[src/design/checksum_offload_pkg.sv]
// Operation
// - Bit 16 enables transmit engine, resets 0
// - Bit 0 enables receive engine, resets 0
// - Mode 0 starts checksum at byte 14
// - Mode 1 starts checksum at layer-3 start
package checksum_offload_pkg;

   // Register map
   localparam logic [11:0] CHECKSUM_OFFLOAD_CONTROL_ADDR = 12'h130;
   localparam int          TX_ENABLE_BIT                 = 16;
   localparam int          RX_ENABLE_BIT                 = 0;
   localparam int          RX_MODE_BIT                   = 1;
   localparam logic        ENABLE_RESET                  = 1'h0;
   localparam logic        MODE_RESET                    = 1'h0;

   // Frame layout
   localparam logic [7:0]  FIXED_START_OFFSET            = 8'h0e;
   localparam logic [7:0]  VLAN_TAG_BYTES                = 8'h04;
   localparam logic [7:0]  SNAP_HEADER_BYTES             = 8'h08;
   localparam logic [15:0] VLAN_TPID                     = 16'h8100;
   localparam logic [15:0] SNAP_LENGTH_LIMIT             = 16'h0600;
   localparam logic [7:0]  TYPE_FIELD_OFFSET             = 8'h0c;

   // Register port request
   typedef struct packed
   {
      logic [11:0] addr;
      logic [31:0] wdata;
      logic        wr;
      logic        rd;
   } reg_req_type;

   // Per-frame configuration handed to the engines
   typedef struct packed
   {
      logic       tx_enable;
      logic       rx_enable;
      logic       rx_l3_mode;
      logic [7:0] rx_start;
   } frame_cfg_type;

endpackage

[src/design/rx_start_finder.sv]
`timescale 1ns/1ns
// Finds the receive checksum start offset from the first frame bytes
module rx_start_finder
   import checksum_offload_pkg::*;
(
   // Clock and reset
   input  wire logic       clk,
   input  wire logic       rst_n,
   // Receive byte stream
   input  wire logic       sof,
   input  wire logic       byte_valid,
   input  wire logic [7:0] byte_data,
   // Layer-3 start offset for the current frame
   output      logic [7:0] l3_start
);

   typedef struct packed
   {
      logic [7:0]  count;
      logic [15:0] type_field;
      logic [7:0]  type_pos;
      logic [7:0]  start;
   } find_state_type;

   find_state_type st_reg;
   find_state_type st_next;
   find_state_type base;
   logic [15:0]    word;

   // Walk the type field, skipping VLAN tags and SNAP headers
   always_comb
   begin
      st_next = st_reg;
      word    = {st_reg.type_field[7:0], byte_data};
      base    = st_reg;
      // A frame start restarts the walk, also for a byte in the same cycle
      if (sof)
      begin
         base.count    = 8'h00;
         base.type_pos = TYPE_FIELD_OFFSET;
         base.start    = FIXED_START_OFFSET;
         st_next       = base;
      end
      if (byte_valid)
      begin
         // Count saturates so a long payload never looks like a header again
         if (!(&base.count))
            st_next.count = base.count + 8'h01;
         st_next.type_field = word;
         if (base.count == base.type_pos + 8'h01)
         begin
            if (word == VLAN_TPID)
            begin
               st_next.type_pos = base.type_pos + VLAN_TAG_BYTES;
               st_next.start    = base.start + VLAN_TAG_BYTES;
            end
            else if (word < SNAP_LENGTH_LIMIT)
               st_next.start = base.start + SNAP_HEADER_BYTES;
         end
      end
   end

   always_ff @(posedge clk or negedge rst_n)
   begin
      if (!rst_n)
         st_reg <= '{count: 8'h00, type_field: 16'h0000, type_pos: TYPE_FIELD_OFFSET,
                     start: FIXED_START_OFFSET};
      else
         st_reg <= st_next;
   end

   assign l3_start = st_reg.start;

endmodule // rx_start_finder

[src/design/checksum_offload_control.sv]
// Local design decision: the address-and-strobe port.
`timescale 1ns/1ns
// Control register for the transmit and receive checksum engines
module checksum_offload_control
   import checksum_offload_pkg::*;
(
   // Clock and reset
   input  wire logic        MCLK,
   input  wire logic        RSTN,
   // Register port
   input  wire logic [11:0] ADDR,
   input  wire logic [31:0] WDATA,
   input  wire logic        WR,
   input  wire logic        RD,
   output      logic [31:0] RDATA,
   // Frame boundaries and receive bytes from the data paths
   input  wire logic        TX_SOF,
   input  wire logic        RX_SOF,
   input  wire logic        RX_BYTE_VALID,
   input  wire logic [7:0]  RX_BYTE,
   // Configuration seen by the engines
   output      logic        TX_ENGINE_ENABLE,
   output      logic        RX_ENGINE_ENABLE,
   output      logic        RX_L3_MODE,
   output      logic [7:0]  RX_CHECKSUM_START
);

   typedef struct packed
   {
      logic          tx_en_sw;
      logic          rx_en_sw;
      logic          rx_mode_sw;
      logic [31:0]   rdata;
      frame_cfg_type cfg;
      logic          rx_hdr_pending;
   } ctrl_state_type;

   ctrl_state_type st_reg;
   ctrl_state_type st_next;
   reg_req_type    req;
   logic [7:0]     l3_start;
   logic [31:0]    readback;

   assign req = '{addr: ADDR, wdata: WDATA, wr: WR, rd: RD};

   // Header parser gives the layer-3 offset
   rx_start_finder u_finder
   (
      .clk        (MCLK),
      .rst_n      (RSTN),
      .sof        (RX_SOF),
      .byte_valid (RX_BYTE_VALID),
      .byte_data  (RX_BYTE),
      .l3_start   (l3_start)
   );

   // Register image; reserved bits read zero
   always_comb
   begin
      readback                = 32'h0000_0000;
      readback[TX_ENABLE_BIT] = st_reg.tx_en_sw;
      readback[RX_ENABLE_BIT] = st_reg.rx_en_sw;
      readback[RX_MODE_BIT]   = st_reg.rx_mode_sw;
   end

   // Register writes, reads and frame-boundary sampling
   always_comb
   begin
      st_next       = st_reg;
      st_next.rdata = 32'h0000_0000;
      if (req.wr && req.addr == CHECKSUM_OFFLOAD_CONTROL_ADDR)
      begin
         st_next.tx_en_sw   = req.wdata[TX_ENABLE_BIT];
         st_next.rx_en_sw   = req.wdata[RX_ENABLE_BIT];
         st_next.rx_mode_sw = req.wdata[RX_MODE_BIT];
      end
      if (req.rd && req.addr == CHECKSUM_OFFLOAD_CONTROL_ADDR)
         st_next.rdata = readback;
      // Transmit setting is latched only when a frame begins
      if (TX_SOF)
         st_next.cfg.tx_enable = st_reg.tx_en_sw;
      if (RX_SOF)
      begin
         st_next.cfg.rx_enable      = st_reg.rx_en_sw;
         st_next.cfg.rx_l3_mode     = st_reg.rx_mode_sw;
         st_next.cfg.rx_start       = FIXED_START_OFFSET;
         st_next.rx_hdr_pending     = st_reg.rx_mode_sw;
      end
      // In layer-3 mode the offset follows the parser until the next receive frame start
      else if (st_reg.rx_hdr_pending)
         st_next.cfg.rx_start = l3_start;
   end

   always_ff @(posedge MCLK or negedge RSTN)
   begin
      if (!RSTN)
      begin
         st_reg            <= '0;
         st_reg.tx_en_sw   <= ENABLE_RESET;
         st_reg.rx_en_sw   <= ENABLE_RESET;
         st_reg.rx_mode_sw <= MODE_RESET;
         st_reg.cfg.rx_start <= FIXED_START_OFFSET;
      end
      else
         st_reg <= st_next;
   end

   assign RDATA             = st_reg.rdata;
   assign TX_ENGINE_ENABLE  = st_reg.cfg.tx_enable;
   assign RX_ENGINE_ENABLE  = st_reg.cfg.rx_enable;
   assign RX_L3_MODE        = st_reg.cfg.rx_l3_mode;
   assign RX_CHECKSUM_START = st_reg.cfg.rx_start;
endmodule // checksum_offload_control

[config.mk]
export PLATFORM = sky130hd
export DESIGN_NAME = checksum_offload_control
export DESIGN_NICKNAME = d
export VERILOG_FILES = /design/src/design/checksum_offload_pkg.sv /design/src/design/rx_start_finder.sv /design/src/design/checksum_offload_control.sv
export SDC_FILE = /design/constraint.sdc
export NUM_CORES = 1
export LEC_CHECK = 0
export ABC_CLOCK_PERIOD_IN_PS = 2200
export BUFFER_PORTS_ARGS = -buffer_cell sky130_fd_sc_hd__buf_2
export CAP_MARGIN = 0
export CELL_PAD_IN_SITES_DETAIL_PLACEMENT = 0
export CELL_PAD_IN_SITES_GLOBAL_PLACEMENT = 1
export CORE_ASPECT_RATIO = 0.7
export CORE_MARGIN = 4
export CORE_UTILIZATION = 33
export DETAILED_ROUTE_END_ITERATION = 12
export PLACE_DENSITY_LB_ADDON = 0.25
export SYNTH_ARGS = -nofsm -noshare
export SYNTH_HDL_FRONTEND = slang
export SYNTH_SLANG_ARGS = --single-unit
[constraint.sdc]
create_clock -name MCLK -period 2.2 [get_ports MCLK]
set_input_delay 0.33 -clock MCLK [delete_from_list [all_inputs] [get_ports MCLK]]
set_output_delay 0.33 -clock MCLK [all_outputs]
set_load 0.01 [all_outputs]
==> results by stage <==
Global route:
- The largest net degree at the start of global routing is 33.
- The total congestion overflow after global routing is 0.
- The first global-routing pass estimated 9360 µm of wire.
- The via count of the first global-routing pass is 1896.
- For this run, the total global-route usage over all layers was measured as 0.120.
- The number of antenna violations at the first check in global routing is 0.

Timing:
- The count of endpoints failing hold in the final timing report is 0.
- The post-route fraction of the period consumed by the critical path is 1.03.
- The worst slew margin relative to its limit is 0.616.
- The minimum clock period is 2.26 ns.
- The worst-case hold slack is 0.273 ns.
- For the final routed database, the setup TNS stands at -0.323 ns.
- For the final database, setup skew stands at 0.00407 ns.
- The timing-limited maximum frequency is 0.442 GHz.
- Setup violations remaining at the end of the flow were counted as 9.
- Once routing completed, OpenROAD measured the worst setup slack at -0.0612 ns.
- The number of slew-limit violations in the final report came to 0.
- At the pin with the least slew margin, the transition time is 0.576 ns.
- Setup repair after global routing could not meet its margin everywhere.

Setup path:
- In this run the critical register-to-register path is captured at u_finder.l3_start[6]$_DFF_PN0_.
- Broken down by cell family, the worst path's largest delay share belongs to simple AND/OR/NAND/NOR gates.
- For the worst flop-to-flop path, the logic depth is 8.
- The highest net fanout along the worst path is 7.
- For the worst setup path, the data required time is 2.42 ns.
- The worst setup path is launched from a register.
- In this run the register-to-register setup slack is -0.06 ns.
- The stage delay of the slowest cell on the critical path is 0.49 ns.
- The worst endpoint data arrival time is 2.48 ns.
- The master of the slowest instance on the critical path is or4_4.
- The critical path launch point is u_finder.st_reg[8]$_DFF_PN0_.
- The startpoint of the most critical register-to-register path is u_finder.st_reg[8]$_DFF_PN0_.
- The buffer and inverter count on the worst path is 1.
- The worst setup path is captured at a register.
- The critical path goes through nor2b_4 -> ha_4 -> or4_4 -> o211ai_1 -> nand4_4 -> buf_12 -> or3_4 -> a21oi_2.
- The critical path in this run is classified as reg2reg.

Clock tree:
- The later pin in the worst-skew pair is clocked with a latency of 0.29 ns.
- Clock-pin slew was measured on the worst setup and hold paths at 0.07 ns.
- The total CTS buffers is 5.
- The master cell of the clock root buffer is clkbuf_16.
- The H-tree was split into 2 levels.
- The clock net in this run drives a total of 49 sinks.
- The number of buffers between clock root and the deepest sink is 2.
- TritonCTS built the clock tree.

Floorplanning:
- The die span in x is 117 µm.
- The die height is 84.5 µm.
- In this run the count of I/O pins placed on the die edge is 102.
- The die area is 0.00990 mm².
- The initial utilization of the core area, before any placement, comes to 0.344.
- In this run the standard cell core region covers 0.00801 mm².
- The count of standard-cell rows is 27.

Job:
- Across the run, the number of max-cap violations was 0.

Drt:
- For this block, the initial DRC count from the detailed router was 55.
- The via density per instance is 4.70.
- Across all layers, the routed design uses 2029 vias.
- In the routed design, unresolved DRC markers number 0.
- The detailed-routing iteration count for the pre-antenna-repair pass is 4.
- The total routed wirelength is 5920 µm.
- In the final routed layout, each cell accounts on average for 13.7 µm.
- The residual antenna-violating net count after detailed routing is 0.

Placement:
- The number of port buffers is 43.
- The weighted congestion reported at the end of routability-driven placement is 0.764.
- Timing analysis after detailed placement gives a worst setup slack of -0.154 ns.
- The post-DP HPWL is 4330 µm.
- The standard cell area after detailed placement is 0.00313 mm².

Final layout:
- In the final layout, the share of cells above drive strength 1 is 0.353.
- The register with the most flip-flops in the layout has 16 of them.
- The final core area utilization is 0.425.
- From synthesis to final layout, the design area changed by 23.6%.
- The number of filler cells placed in the layout is 784.
- The antenna diode count is 0.
- The net count of the finished layout is 393.
- The finished cells cover 0.00341 mm².

Power:
- In this run the static leakage power is 1.51 nW.
- The power density of the placed cells is 580 mW/mm².
- The maximum vdd ir drop is 0.253 mV.

Yosys:
- The count of different cell masters after synthesis is 45.
- The share of synthesized area in the top cell type comes to 0.372.
- Sorting the synthesized cells by area gives the leading types as dfrtp_1 37%, buf_4 8.2%, dfstp_2 7.6%.
- The most used flip-flop cell after synthesis is dfrtp_1.
- The number of flops mapped to enable cells by yosys is 0.
- Synthesis inferred 49 register bits.
- Yosys printed 0 warnings.
- The area of the mapped netlist is 0.00276 mm².
- The number of instances in the synthesized netlist is 267.
- The most frequent cell after synthesis is dfrtp_1.
- The commonest cells after synthesis are 41 x dfrtp_1, 30 x buf_4, 22 x nor2_1.
- Of all flip-flops after synthesis, the portion carrying an async set or reset was 1.00.
- The share of synthesized area occupied by flip-flops and latches is 0.448.
- dfrtp_1 takes more of the synthesized area than any other cell.
- The mean instance size in the synthesized netlist is 10.3 µm².

Hold path:
- The critical hold path startpoint is WDATA[0].
- The path category of the worst min-delay check is in2reg.
- The cell count of the worst hold path is 2.
- The end of the worst hold path is readback[0]$_DFFE_PN0P_.

Status:
- The run finished, with violations left.
- The final reports fail on negative setup slack.
## stage by stage
stage	total power, W	cells
after CTS	0.00200	430
after global placement	0.00112	420
after floorplan	0.00108	295
final	0.00197	432
after global routing	0.00206	432
after detailed placement	0.00112	420
## layout by cell type, fill, tap and decap left out, types with 3 or more instances in the layout
master,Yosys,final
mux2_2,18,16
mux2i_1,7,7
nor2_1,22,21
conb_1,1,29
inv_1,3,3
or3_1,5,3
xor2_1,9,9
ha_1,4,3
nor2b_1,14,12
o21ai_0,10,9
dfstp_2,8,8
nand2_1,14,14
buf_4,30,20
clkbuf_16,0,6
nand3_1,10,10
nand2b_1,5,5
nand4_1,3,3
nor3_1,5,5
a211o_1,3,3
nor4b_1,3,3
or4_4,2,3
and3_1,5,5
a21oi_1,6,4
dfrtp_1,41,41
xnor2_1,9,9
buf_2,2,43
## layer usage
layer | up-vias | track usage | wire length (µm)
li1 | 998 | - | -
met1 | 982 | 0.186 | 3130
met5 | - | 0 | 0
met4 | 0 | 0.0313 | 57
met2 | 45 | 0.159 | 2490
met3 | 4 | 0.0367 | 240
## worst max-delay path by stage
| stage | end | slack (ns) | cells after the start |
|---|---|---|---|
| 2_1_floorplan | u_finder.st_reg[14]$_DFF_PN0_ | -0.11 | 10 |
| 3_3_place_gp | u_finder.st_reg[15]$_DFF_PN0_ | -0.08 | 10 |
| 3_5_place_dp | u_finder.l3_start[6]$_DFF_PN0_ | -0.15 | 10 |
| 4_1_cts | u_finder.l3_start[6]$_DFF_PN0_ | -0.06 | 8 |
| 5_1_grt | u_finder.st_reg[15]$_DFF_PN0_ | -0.20 | 8 |
| 6_report | u_finder.l3_start[6]$_DFF_PN0_ | -0.06 | 8 |
## power breakdown
part | total, W | internal, W | switching (W)
Clock | 0.000866 | 0.000535 | 0.000331
Sequential | 0.000943 | 0.000924 | 0.0000194
Combinational | 0.000165 | 0.0000725 | 0.0000929
## cell families after synthesis
| kind of cell | after synthesis | synth area share |
|---|---|---|
| muxes | 25 | 0.0990 |
| DFF | 49 | 0.448 |
| and+or+nand+nor | 100 | 0.209 |
| other | 1 | 0.00136 |
| xor gates and xnor gates | 18 | 0.0572 |
| buffers and inverters | 42 | 0.102 |
| AOI/OAI and AO/OA | 28 | 0.0654 |
| adders and majority gates | 4 | 0.0182 |
## area by class of cell
type                            count  area [µm²]  share of cell area
Tap cell                          101         126              0.0371
Sequential cell                    49        1240               0.363
Multi-Input combinational cell    204        1430               0.419
Clock inverter                      2        35.0              0.0103
Clock buffer                        6         129              0.0378
Timing Repair Buffer               67         440               0.129
Inverter                            3        11.3             0.00331
## what timing repair did
action,4_1_cts,5_1_grt
gates cloned,0,1
setup buffers,1,1
hold endpoints to repair,17,0
setup endpoints to repair,6,12
gates resized for setup,1,13
pin swaps,1,7
hold buffers,1,0
Power figures use the tool's default switching activity.
